[src/hw/acs_pkg.sv]
// acs_pkg: constants and carriers for the converter status, reference and trigger block
// assumes: one system clock; word-addressed Avalon-MM register bus
package acs_pkg;

   // ==========================================================================
   // register indices (byte address = 4 * index)
   // ==========================================================================
   localparam logic [9:0] IDX_STATUS    = 10'h115;
   localparam logic [9:0] IDX_REFSEL    = 10'h116;
   localparam logic [9:0] IDX_TRIGSEL   = 10'h117;
   localparam logic [9:0] IDX_CTRL      = 10'h120;
   localparam logic [9:0] IDX_IRQ_STAT  = 10'h121;
   localparam logic [9:0] IDX_IRQ_MASK  = 10'h122;

   // ==========================================================================
   // field positions and reset values
   // ==========================================================================
   localparam int         ST_OV_BIT     = 7;
   localparam int         ST_UPPER_BIT  = 6;
   localparam int         ST_LOWER_BIT  = 5;
   localparam int         ST_COMPUTATION_UPDATED_FLAG_BIT   = 4;
   localparam int         REF_NEG_BIT   = 4;
   localparam int         CTRL_EN_BIT   = 0;
   localparam int         CTRL_DSEN_BIT = 3;
   localparam int         CTRL_CALC_LSB = 4;
   localparam logic [7:0] STATUS_RST    = 8'h00;
   localparam logic [7:0] REFSEL_RST    = 8'h00;
   localparam logic [4:0] TRIGSEL_RST   = 5'h00;
   localparam logic [7:0] CTRL_RST      = 8'h00;
   localparam logic [4:0] IRQ_RST       = 5'h00;

   // irq status bits
   localparam int IRQ_START = 0;
   localparam int IRQ_UPPER = 1;
   localparam int IRQ_LOWER = 2;
   localparam int IRQ_OV    = 3;
   localparam int IRQ_COMPUTATION_UPDATED_FLAG  = 4;

   // ==========================================================================
   // codes
   // ==========================================================================
   localparam logic [4:0] TRG_OFF       = 5'h00;
   localparam logic [4:0] TRG_IOC_OR    = 5'h13;
   localparam logic [4:0] TRG_RSV_LO    = 5'h1a;
   localparam logic [4:0] TRG_ERR_RD    = 5'h1c;
   localparam logic [4:0] TRG_RES_RD    = 5'h1d;
   localparam logic [4:0] TRG_CHAN_WR   = 5'h1f;
   localparam logic [2:0] STAGE_UNUSED  = 3'h4;
   localparam logic [2:0] CALC_RES_PREV = 3'h0;
   localparam logic [2:0] CALC_RES_SET  = 3'h1;
   localparam logic [2:0] CALC_RES_FLT  = 3'h2;
   localparam logic [2:0] CALC_PREV_FLT = 3'h4;
   localparam logic [2:0] CALC_FLT_SET  = 3'h5;

   localparam int DW = 16;

   typedef enum logic [0:0] {BUS_IDLE = 1'b0, BUS_ACK = 1'b1} acs_bus_e;

   // datapath values handed in by the conversion engine
   typedef struct packed {
      logic signed [DW-1:0] result;
      logic signed [DW-1:0] prev;
      logic signed [DW-1:0] setpoint;
      logic signed [DW-1:0] filter;
      logic signed [DW-1:0] upper_thr;
      logic signed [DW-1:0] lower_thr;
      logic                 accum_ovf;
      logic                 compute_done;
   } acs_dp_s;

endpackage : acs_pkg

[src/hw/acs_status_trig.sv]
// acs_status_trig: status flags, reference select and auto-trigger select for the converter
// assumes: datapath, trigger lines and core strobes are on mclk_in; master holds requests until waitrequest low
//
// Behaviour
// - status bit 7 shows accumulator or error calculation overflow, clear otherwise
// - status bit 6 is one when error exceeds upper threshold
// - status bit 5 is one when error is below lower threshold
// - status bit 4 sets when computation registers or overflow update
// - once cleared, bit 4 stays zero until those values change again
// - 3-bit stage code reports converter phase; code 100 never reported
// - stage code may be invalid with rc clock and slower system oscillator
// - reference bit 4 picks external negative reference, else analog ground
// - positive reference field: 11 fixed ref, 10 external, 00 supply, 01 reserved
// - trigger register bits 4:0 choose the auto conversion start event
// - code 11111 starts conversion on software write of channel select
// - codes 11101 and 11100 start on result or error high byte reads
// - code 10011 uses the OR of all change interrupt flags
// - logic cell, comparator and capture-compare triggers map to their codes
// - error value is formed per the 3-bit error calculation mode
`timescale 1ns/1ps
`default_nettype none

module acs_status_trig (
   // clock and reset
   input  wire  logic                 mclk_in,
   input  wire  logic                 rst_in,
   // avalon-mm slave
   input  wire  logic [9:0]           avs_address_in,
   input  wire  logic                 avs_read_in,
   input  wire  logic                 avs_write_in,
   input  wire  logic [31:0]          avs_writedata_in,
   input  wire  logic [3:0]           avs_byteenable_in,
   output var   logic [31:0]          avs_readdata_out,
   output var   logic                 avs_waitrequest_out,
   // conversion datapath
   input  wire  acs_pkg::acs_dp_s     dp_in,
   input  wire  logic [2:0]           stage_in,
   input  wire  logic                 rc_clk_sel_in,
   input  wire  logic                 fosc_slower_in,
   // trigger sources
   input  wire  logic [31:0]          trig_lines_in,
   input  wire  logic [7:0]           ioc_flags_in,
   input  wire  logic                 chan_sel_wr_in,
   input  wire  logic                 result_high_rd_in,
   input  wire  logic                 error_high_rd_in,
   // converter controls
   output var   logic                 conv_start_out,
   output var   logic                 neg_ref_select_out,
   output var   logic [1:0]           pos_ref_select_out,
   output var   logic                 stage_valid_out,
   output var   logic                 irq_out
);

   // ==========================================================================
   // decode helpers
   // ==========================================================================
   function automatic logic is_hw_code(input logic [4:0] code);
      is_hw_code = (code != acs_pkg::TRG_OFF) && (code < acs_pkg::TRG_RSV_LO);
   endfunction : is_hw_code

   function automatic logic [17:0] sx(input logic [acs_pkg::DW-1:0] v);
      sx = {{(18-acs_pkg::DW){v[acs_pkg::DW-1]}}, v};
   endfunction : sx

   function automatic logic [17:0] calc_err(input logic [2:0] mode, input logic dsen,
                                           input acs_pkg::acs_dp_s d);
      logic [17:0] base;
      base = dsen ? (sx(d.result) - sx(d.prev)) : sx(d.result);
      case (mode)
         acs_pkg::CALC_RES_PREV: calc_err = sx(d.result) - sx(d.prev);
         acs_pkg::CALC_RES_SET:  calc_err = base - sx(d.setpoint);
         acs_pkg::CALC_RES_FLT:  calc_err = base - sx(d.filter);
         acs_pkg::CALC_PREV_FLT: calc_err = sx(d.prev) - sx(d.filter);
         acs_pkg::CALC_FLT_SET:  calc_err = sx(d.filter) - sx(d.setpoint);
         default:                calc_err = 18'h00000;
      endcase
   endfunction : calc_err

   // ==========================================================================
   // registers
   // ==========================================================================
   acs_pkg::acs_bus_e bus_q;
   logic [7:0]        refsel_q;
   logic [4:0]        trigsel_q;
   logic [7:0]        ctrl_q;
   logic [4:0]        irq_stat_q;
   logic [4:0]        irq_mask_q;
   logic              ov_q;
   logic              err_ovf_q;
   logic              upper_q;
   logic              lower_q;
   logic              computation_updated_flag_q;
   logic [2:0]        stage_q;
   logic              sel_level_q;

   logic        req;
   logic        wr_ok;
   logic        rd_take;
   logic        enable;
   logic        ov_d;
   logic        computation_updated_flag_set;
   logic        sel_level;
   logic        trig_event;
   logic [17:0] err_d;
   logic        err_ovf_d;
   logic        above_d;
   logic        below_d;
   logic [4:0]  irq_set;
   logic [7:0]  status_rd;

   assign req     = avs_read_in | avs_write_in;
   assign wr_ok   = avs_write_in && (bus_q == acs_pkg::BUS_ACK) && avs_byteenable_in[0];
   assign rd_take = avs_read_in && (bus_q == acs_pkg::BUS_IDLE);
   assign enable  = ctrl_q[acs_pkg::CTRL_EN_BIT];

   // ==========================================================================
   // bus handshake: one wait cycle, answer on the second
   // ==========================================================================
   always_ff @(posedge mclk_in or posedge rst_in) begin
      if (rst_in) begin
         bus_q               <= acs_pkg::BUS_IDLE;
         avs_waitrequest_out <= 1'b1;
      end else if (bus_q == acs_pkg::BUS_IDLE && req) begin
         bus_q               <= acs_pkg::BUS_ACK;
         avs_waitrequest_out <= 1'b0;
      end else begin
         bus_q               <= acs_pkg::BUS_IDLE;
         avs_waitrequest_out <= 1'b1;
      end
   end

   assign status_rd = {ov_q, upper_q, lower_q, computation_updated_flag_q, 1'b0, stage_q};

   always_ff @(posedge mclk_in or posedge rst_in) begin
      if (rst_in) begin
         avs_readdata_out <= 32'h00000000;
      end else if (rd_take) begin
         case (avs_address_in)
            acs_pkg::IDX_STATUS:   avs_readdata_out <= {24'h000000, status_rd};
            acs_pkg::IDX_REFSEL:   avs_readdata_out <= {24'h000000, refsel_q};
            acs_pkg::IDX_TRIGSEL:  avs_readdata_out <= {27'h0000000, trigsel_q};
            acs_pkg::IDX_CTRL:     avs_readdata_out <= {24'h000000, ctrl_q};
            acs_pkg::IDX_IRQ_STAT: avs_readdata_out <= {27'h0000000, irq_stat_q};
            acs_pkg::IDX_IRQ_MASK: avs_readdata_out <= {27'h0000000, irq_mask_q};
            default:               avs_readdata_out <= 32'h00000000;
         endcase
      end
   end

   // ==========================================================================
   // configuration registers
   // ==========================================================================
   always_ff @(posedge mclk_in or posedge rst_in) begin
      if (rst_in) begin
         refsel_q <= acs_pkg::REFSEL_RST;
      end else if (wr_ok && avs_address_in == acs_pkg::IDX_REFSEL) begin
         refsel_q <= {3'h0, avs_writedata_in[acs_pkg::REF_NEG_BIT], 2'h0, avs_writedata_in[1:0]};
      end
   end

   always_ff @(posedge mclk_in or posedge rst_in) begin
      if (rst_in) begin
         trigsel_q <= acs_pkg::TRIGSEL_RST;
      end else if (wr_ok && avs_address_in == acs_pkg::IDX_TRIGSEL) begin
         trigsel_q <= avs_writedata_in[4:0];
      end
   end

   always_ff @(posedge mclk_in or posedge rst_in) begin
      if (rst_in) begin
         ctrl_q <= acs_pkg::CTRL_RST;
      end else if (wr_ok && avs_address_in == acs_pkg::IDX_CTRL) begin
         ctrl_q <= {1'b0, avs_writedata_in[6:3], 2'h0, avs_writedata_in[0]};
      end
   end

   // reference routing to the analog front end
   always_ff @(posedge mclk_in or posedge rst_in) begin
      if (rst_in) begin
         neg_ref_select_out <= 1'b0;
         pos_ref_select_out <= 2'h0;
      end else begin
         neg_ref_select_out <= refsel_q[acs_pkg::REF_NEG_BIT];
         pos_ref_select_out <= refsel_q[1:0];
      end
   end

   // ==========================================================================
   // error calculation and threshold flags
   // ==========================================================================
   assign err_d     = calc_err(ctrl_q[acs_pkg::CTRL_CALC_LSB +: 3], ctrl_q[acs_pkg::CTRL_DSEN_BIT],
                               dp_in);
   assign err_ovf_d = (err_d[17:15] != 3'h0) && (err_d[17:15] != 3'h7);
   assign above_d   = $signed(err_d) > $signed(sx(dp_in.upper_thr));
   assign below_d   = $signed(err_d) < $signed(sx(dp_in.lower_thr));

   always_ff @(posedge mclk_in or posedge rst_in) begin
      if (rst_in) begin
         err_ovf_q <= 1'b0;
         upper_q   <= 1'b0;
         lower_q   <= 1'b0;
      end else if (dp_in.compute_done) begin
         err_ovf_q <= err_ovf_d;
         upper_q   <= above_d;
         lower_q   <= below_d;
      end
   end

   assign ov_d = dp_in.accum_ovf | err_ovf_q;

   always_ff @(posedge mclk_in or posedge rst_in) begin
      if (rst_in) begin
         ov_q <= 1'b0;
      end else begin
         ov_q <= ov_d;
      end
   end

   // computation status: set wins over a software clear
   assign computation_updated_flag_set = dp_in.compute_done | (ov_d != ov_q);

   always_ff @(posedge mclk_in or posedge rst_in) begin
      if (rst_in) begin
         computation_updated_flag_q <= 1'b0;
      end else if (computation_updated_flag_set) begin
         computation_updated_flag_q <= 1'b1;
      end else if (wr_ok && avs_address_in == acs_pkg::IDX_STATUS &&
                   !avs_writedata_in[acs_pkg::ST_COMPUTATION_UPDATED_FLAG_BIT]) begin
         computation_updated_flag_q <= 1'b0;
      end
   end

   // ==========================================================================
   // stage code
   // ==========================================================================
   always_ff @(posedge mclk_in or posedge rst_in) begin
      if (rst_in) begin
         stage_q         <= 3'h0;
         stage_valid_out <= 1'b1;
      end else begin
         if (stage_in != acs_pkg::STAGE_UNUSED) begin
            stage_q <= stage_in;
         end
         stage_valid_out <= !(rc_clk_sel_in && fosc_slower_in);
      end
   end

   // ==========================================================================
   // trigger selection
   // ==========================================================================
   always_comb begin
      sel_level = 1'b0;
      if (trigsel_q == acs_pkg::TRG_IOC_OR) begin
         sel_level = |ioc_flags_in;
      end else if (is_hw_code(trigsel_q)) begin
         sel_level = trig_lines_in[trigsel_q];
      end
   end

   always_ff @(posedge mclk_in or posedge rst_in) begin
      if (rst_in) begin
         sel_level_q <= 1'b0;
      end else begin
         sel_level_q <= sel_level;
      end
   end

   // reserved codes fall through every branch and never fire
   always_comb begin
      case (trigsel_q)
         acs_pkg::TRG_CHAN_WR: trig_event = chan_sel_wr_in;
         acs_pkg::TRG_RES_RD:  trig_event = result_high_rd_in;
         acs_pkg::TRG_ERR_RD:  trig_event = error_high_rd_in;
         default:              trig_event = is_hw_code(trigsel_q) && sel_level && !sel_level_q;
      endcase
   end

   always_ff @(posedge mclk_in or posedge rst_in) begin
      if (rst_in) begin
         conv_start_out <= 1'b0;
      end else begin
         conv_start_out <= trig_event && enable;
      end
   end

   // ==========================================================================
   // interrupts
   // ==========================================================================
   assign irq_set = {computation_updated_flag_set && !computation_updated_flag_q, ov_d && !ov_q,
                     dp_in.compute_done && below_d, dp_in.compute_done && above_d,
                     trig_event && enable};

   always_ff @(posedge mclk_in or posedge rst_in) begin
      if (rst_in) begin
         irq_stat_q <= acs_pkg::IRQ_RST;
      end else if (wr_ok && avs_address_in == acs_pkg::IDX_IRQ_STAT) begin
         irq_stat_q <= (irq_stat_q & ~avs_writedata_in[4:0]) | irq_set;
      end else begin
         irq_stat_q <= irq_stat_q | irq_set;
      end
   end

   always_ff @(posedge mclk_in or posedge rst_in) begin
      if (rst_in) begin
         irq_mask_q <= acs_pkg::IRQ_RST;
      end else if (wr_ok && avs_address_in == acs_pkg::IDX_IRQ_MASK) begin
         irq_mask_q <= avs_writedata_in[4:0];
      end
   end

   always_ff @(posedge mclk_in or posedge rst_in) begin
      if (rst_in) begin
         irq_out <= 1'b0;
      end else begin
         irq_out <= |(irq_stat_q & irq_mask_q);
      end
   end
endmodule : acs_status_trig

`default_nettype wire

[config.mk]
export PLATFORM = sky130hd
export DESIGN_NAME = acs_status_trig
export DESIGN_NICKNAME = d
export VERILOG_FILES = /design/src/hw/acs_pkg.sv /design/src/hw/acs_status_trig.sv
export SDC_FILE = /design/constraint.sdc
export NUM_CORES = 1
export LEC_CHECK = 0
export ABC_AREA = 1
export ABC_CLOCK_PERIOD_IN_PS = 8300
export BUFFER_PORTS_ARGS = -buffer_cell sky130_fd_sc_hd__buf_4
export CAP_MARGIN = 20
export CORE_ASPECT_RATIO = 1.25
export CORE_MARGIN = 5
export CORE_UTILIZATION = 52
export DETAILED_ROUTE_END_ITERATION = 10
export GPL_TIMING_DRIVEN = 0
export PLACE_DENSITY_LB_ADDON = 0.05
export SYNTH_ARGS = -nofsm -noshare
export SYNTH_HDL_FRONTEND = slang
export SYNTH_SLANG_ARGS = --single-unit
[constraint.sdc]
create_clock -name mclk_in -period 8.3 [get_ports mclk_in]
set_input_delay 0.83 -clock mclk_in [delete_from_list [all_inputs] [get_ports mclk_in]]
set_output_delay 0.83 -clock mclk_in [all_outputs]
set_load 0.02 [all_outputs]
# Yosys cells after proc, flatten, opt, wreduce, memory -nomap -nowiden
# Index checks and enable logic that the tools add are counted.
[word_totals]
register_bits = 72
inputBits = 196
[op_classes]
add_sub_neg = 5
order_cmp = 4
n_eq_ne = 17
muxes = 13
bitwise = 9
reduce_logical = 32
[op_table]
columns = ["operator", "n"]
rows = [
  ["$pmux W18 S5", 1],
  ["$eq A10 B9 Y1 const B", 6],
  ["$sub A16 B16 Y17", 3],
  ["$pmux W8 S6", 1],
  ["$sub A18 B18 Y18", 2],
  ["$logic_and A1 B1 Y1", 21],
  ["$eq A5 B5 Y1 const B", 4],
  ["$gt A18 B16 Y1", 1],
  ["$lt A18 B16 Y1", 1],
  ["$mux W18", 1],
  ["$and A5 B5 Y5", 2],
  ["$or A5 B5 Y5", 2],
  ["$reduce_or A8 Y1", 1],
  ["$mux W1", 7],
  ["$eq A3 B3 Y1 const B", 2],
  ["$lt A5 B6 Y1 const B", 1],
  ["$ne A3 B3 Y1 const B", 2],
  ["$bmux W1 S5", 1],
  ["$logic_not A1 Y1", 5],
  ["$lt A5 B5 Y1 const B", 1],
  ["$mux W5", 1],
  ["$not A5 Y5", 1],
  ["$reduce_bool A5 Y1", 1],
  ["$reduce_or A5 Y1", 1],
  ["9 further kinds", 11],
]

# Longest topological paths before layout
[depth]
ltp_word = 10
ltp_mapped = 38

# Least setup slack after synthesis
# No wires, ideal clock.
[synth_path]
path_type = "input -> register"
from = "input dp_in[82] in the netlist's numbering"
to = "register irq_stat_q[2]"
arrival_ns = 4.789
required_time_ns = 8.179
setup_slack_ns = 3.390
stages = 38
path_buffers = 0
cell_sequence = "inv_1 -> ha_1 -> fa_1 -> inv_1 -> nand2_1 -> nand2_1 -> nand3_1 -> nand2_1 -> inv_1 -> o21bai_1 -> nand3_1 -> nand2_1 -> nand2_1 -> nand3_1 -> nand2_1 -> ha_1 -> nand2_1 -> inv_1 -> (+2 left out) -> nand3_1 -> nand3_1 -> nand2_1 -> nand2_1 -> nor2_1 -> nor2_1 -> inv_1 -> ha_1 -> nand2_1 -> inv_1 -> nand2_1 -> nor4b_1 -> nand4_1 -> or2_1 -> nand2_1 -> nand2_1 -> nand3_2 -> nand2_1"
[synth_via]
elab_chain_cells = 8
elab_cells_between_ends = 10
cone_classes = "3 x add/sub; 1 x order compare; 3 x mux; 2 x bitwise; 1 x reduce/logical"
[synth_lines]
columns = ["element", "line_no", "source"]
rows = [
  ["from (decl)", "acs_status_trig.sv:36", "input wire acs_pkg::acs_dp_s dp_in,"],
  ["$sub A16 B16 Y17", "acs_status_trig.sv:68, acs_status_trig.sv:70", ""],
  ["$mux W18", "acs_status_trig.sv:68", "base = dsen ? (sx(d.result) - sx(d.prev)) : sx(d.result);"],
  ["$sub A18 B18 Y18, on equally long branches", "acs_status_trig.sv:72, acs_status_trig.sv:71", ""],
  ["$pmux W18 S5 *", "acs_status_trig.sv:69", "case (mode)"],
  ["$lt A18 B16 Y1 *", "acs_status_trig.sv:195", "assign below_d = $signed(err_d) < $signed(sx(dp_in.lower_thr));"],
  ["$logic_and A1 B1 Y1 *", "acs_status_trig.sv:290", "dp_in.compute_done && below_d, dp_in.compute_done && above_d,"],
  ["$or A5 B5 Y5, on equally long branches", "acs_status_trig.sv:299, acs_status_trig.sv:297", ""],
  ["$mux W5 *", "acs_status_trig.sv:296", "end else if (wr_ok && avs_address_in == acs_pkg::IDX_IRQ_STAT) begin"],
  ["to (signal assigned)", "acs_status_trig.sv:295", "irq_stat_q <= acs_pkg::IRQ_RST;"],
  ["to (signal assigned)", "acs_status_trig.sv:297", "irq_stat_q <= (irq_stat_q & ~avs_writedata_in[4:0]) | irq_set;"],
  ["to (signal assigned)", "acs_status_trig.sv:299", "irq_stat_q <= irq_stat_q | irq_set;"],
  ["to (decl)", "acs_status_trig.sv:86", "logic [4:0] irq_stat_q;"],
]
# Every way passes the cells marked *; elsewhere a longest branch is shown, timed or not.
# A chain may end at the register's enable or synchronous reset.

# Worst setup path in the final report
[layout_path]
from = "input dp_in[66] in the netlist's numbering"
to = "register irq_stat_q[2]"
# Same word-level chain as after synthesis.

==> impl_metrics.toml <==
[outcome]
outcome = "complete, no violations"

[setup_path]
max_stage_delay_ns = 0.53
endpoint_kind = "flip-flop"
arrival_ns = 6.01
crit_top_cell = "nand2_1"
path_max_fanout = 4
cp-start-kind = "input pin"
path_class = "in2reg"
cp_slowest_cell = "nor4b_1"
crit_required_ns = 8.48

[drt]
drt_iter0_markers = 654
firstDrtPassIters = 5
avgViaCountPerCell = 5.21
ant_nets = 0
drc = 0
wl_mm = 25.4
wire_per_inst_um = 14.7
vias = 9022

[sta]
finalHoldViolCount = 0
setup_viol = 0
rsz0062_at_grt = "false"
min_period_over_period_pct = 70.2
slew_headroom_pct = 51.3
holdWs_ns = 0.428
fmax_mhz = 172
skew_ns = 0.00615
fin_setup_tns_ns = 0
layout_min_cycle_time_ns = 5.83
finalMaxSlewViolations = 0
tightest_slew_ns = 0.725

[synth]
synthCells = 1334
syn-cell-area_um2 = 7890
synth.largest_area_cell = "nand2_1"
avgSynthCellArea_um2 = 5.91
synth_commonest_cells = "nand2_1 (434), inv_1 (246), ha_1 (101)"
synthTopCellsByArea = "nand2_1 (21%), ha_1 (16%), dfrtp_1 (15%), inv_1 (12%), nand3_1 (5.1%)"
synth-edff-count = 0
ys_ff_latch = 48
synth_top_area_share_pct = 20.7
ys_seq_area_share_pct = 15.3
yosysUniqueCellTypes = 50
ys_warn_count = 0
synthArstFlopShare_pct = 100
yosys_most_used_dff = "dfrtp_1"
synth_most_common_cell = "nand2_1"

[pwr]
max-vdd-ir-drop_uv = 79.4
intPower_mw = 0.664
p_leak_nw = 5.80
seqPwrFrac_pct = 23.2
switching_share_pct = 37.8
combPwrFrac_pct = 49.3
p_switching_mw = 0.405
p_clk_share_pct = 27.5
power_density_nw_per_um2 = 109

[clocking]
h-tree-depth = 2
numCtsBuffers = 5
cts_tree = "done"
postCtsHoldBufs = 0
clk_pin_slew_ns = 0.06
clk_path_buf_depth = 2
cts_root_buffer = "clkbuf_16"
postCtsSetupBuffers = 0
cts_num_sinks = 48
insertion_delay_ns = 0.30
ctsResizeCount = 0

[floorplanning]
die_width_um = 120
num_rows = 50
dieArea_um2 = 17700
die_h_um = 148
ioPinCount = 235
core_um2 = 15000
start_util_pct = 52.7

[cells_and_area]
syn2layout_area_growth_pct = 24.4
diodes = 0
drive_gt1_share_pct = 16.5
design_area_um2 = 9810
final_nets = 1849

[global_route]
track_usage_pct = 28.0
grt_max_degree = 32
grt_pass1_wl_mm = 40.3
antenna_found_initial = 0
grt_pass1_vias = 8637
grt_overflow_total = 0

[placement]
hpwlAfterDp_mm = 22.2
finalWeightedCongestion = 0.940
dpl_cell_area_um2 = 9590
portBuffers = 182

[run]
cap_violations = 0

[hold_path]
min_path_type = "reg2reg"
==> power by group through the flow <==
stage	clock, mW	combinational (mW)	sequential, mW
floorplan	0	0.347	0.255
global placement	0	0.510	0.252
detailed placement	0	0.521	0.252
CTS	0.293	0.524	0.248
global route	0.304	0.598	0.249
finish	0.294	0.527	0.248
==> logic make-up (layout without fill, tap and decap cells) <==
logic type / Yosys count / count (layout) / synth area share (%)
XOR/XNOR: 17 / 17 / 1.89
other: 1 / 24 / 0.0476
AND/OR/NAND/NOR: 666 / 666 / 35.7
buffers and inverters: 286 / 478 / 14.8
adder cells (fa/ha/maj): 105 / 105 / 17.0
AO/OA/AOI/OAI: 209 / 209 / 15.0
multiplexers: 2 / 2 / 0.286
flip-flops: 48 / 48 / 15.3
==> state kept, by name (all words and copies together) (netlist names), 2 cells and up <==
register / flops
pos_ref_select_out: 2
avs_readdata_out: 8
irq_mask_q: 5
irq_stat_q: 5
ctrl_q: 5
trigsel_q: 5
stage_q: 3
refsel_q: 3
==> worst max-delay path: cells and delay by family <==
kind | cells | cell delay [ns]
fa+ha+maj | 4 | 1.34
buf+inv | 6 | 0.50
compound gates | 1 | 0.21
simple gates | 27 | 3.09
==> path summary, 6_finish.rpt <==
path / from / slack (ns) / to / cells after the start
max: dp_in[66] / 2.47 / irq_stat_q[2]$_DFF_PP0_ / 38
min: refsel_q[0]$_DFFE_PP0P_ / 0.43 / pos_ref_select_out[0]$_DFF_PP0_ / 0
max reg2reg: ctrl_q[3]$_DFFE_PP0P_ / 2.74 / irq_stat_q[2]$_DFF_PP0_ / 23
min reg2reg: refsel_q[0]$_DFFE_PP0P_ / 0.43 / pos_ref_select_out[0]$_DFF_PP0_ / 0
max in group asynchronous: rst_in / 7.29 / trigsel_q[2]$_DFFE_PP0P_ / 3
min in group asynchronous: rst_in / 0.51 / bus_q$_DFF_PP0_ / 2
==> cell type report <==
| type | instances | area, um^2 |
|---|---|---|
| repair buffers | 184 | 1390 |
| inverters | 251 | 942 |
| flip-flops and latches | 48 | 1200 |
| clock buffers | 5 | 125 |
| fillers | 1563 | 5140 |
| well taps | 182 | 228 |
| plain buffers | 35 | 225 |
| multi-input cells | 1023 | 5600 |
| clock inverters | 3 | 90.1 |
==> layout by cell type, fill, tap and decap left out, types with 3 or more instances in the layout <==
| cell type | n |
|---|---|
| a211oi_1 | 6 |
| a21boi_0 | 3 |
| a21oi_1 | 76 |
| a221oi_1 | 3 |
| a22oi_1 | 4 |
| a31oi_1 | 15 |
| and2_1 | 7 |
| buf_2 | 3 |
| buf_4 | 207 |
| bufinv_16 | 3 |
| clkbuf_1 | 6 |
| clkbuf_16 | 5 |
| conb_1 | 24 |
| dfrtp_1 | 46 |
| fa_1 | 4 |
| ha_1 | 101 |
| inv_1 | 245 |
| inv_2 | 4 |
| nand2_1 | 434 |
| nand3_1 | 80 |
| nand3b_1 | 3 |
| nand4_1 | 14 |
| nor2_1 | 75 |
| nor2_4 | 3 |
| nor3_1 | 12 |
| nor4_1 | 3 |
| o2111ai_1 | 7 |
| o211ai_1 | 3 |
| o21ai_0 | 75 |
| o21bai_1 | 5 |
| o22ai_1 | 5 |
| or2_0 | 3 |
| or2_1 | 5 |
| or2_2 | 18 |
| xnor2_1 | 7 |
| xor2_1 | 10 |
==> metal layers <==
layer	track usage (%)	wire length (um)
met1	31.6	10000
met5	0	0
met3	2.33	1250
met2	54.1	13200
met4	9.86	927
==> metrics by stage <==
step	power [mW]	utilization, %	instances	worst slack [ns]
6_report	1.07	65.6	1731	2.47
5_1_grt	1.15	65.6	1731	1.96
2_1_floorplan	0.602	-	1357	3.39
3_3_place_gp	0.762	64.0	1721	2.25
3_5_place_dp	0.773	64.2	1723	2.19
4_1_cts	1.06	65.6	1731	2.47
Note: power is estimated with default switching activity, not from simulation.
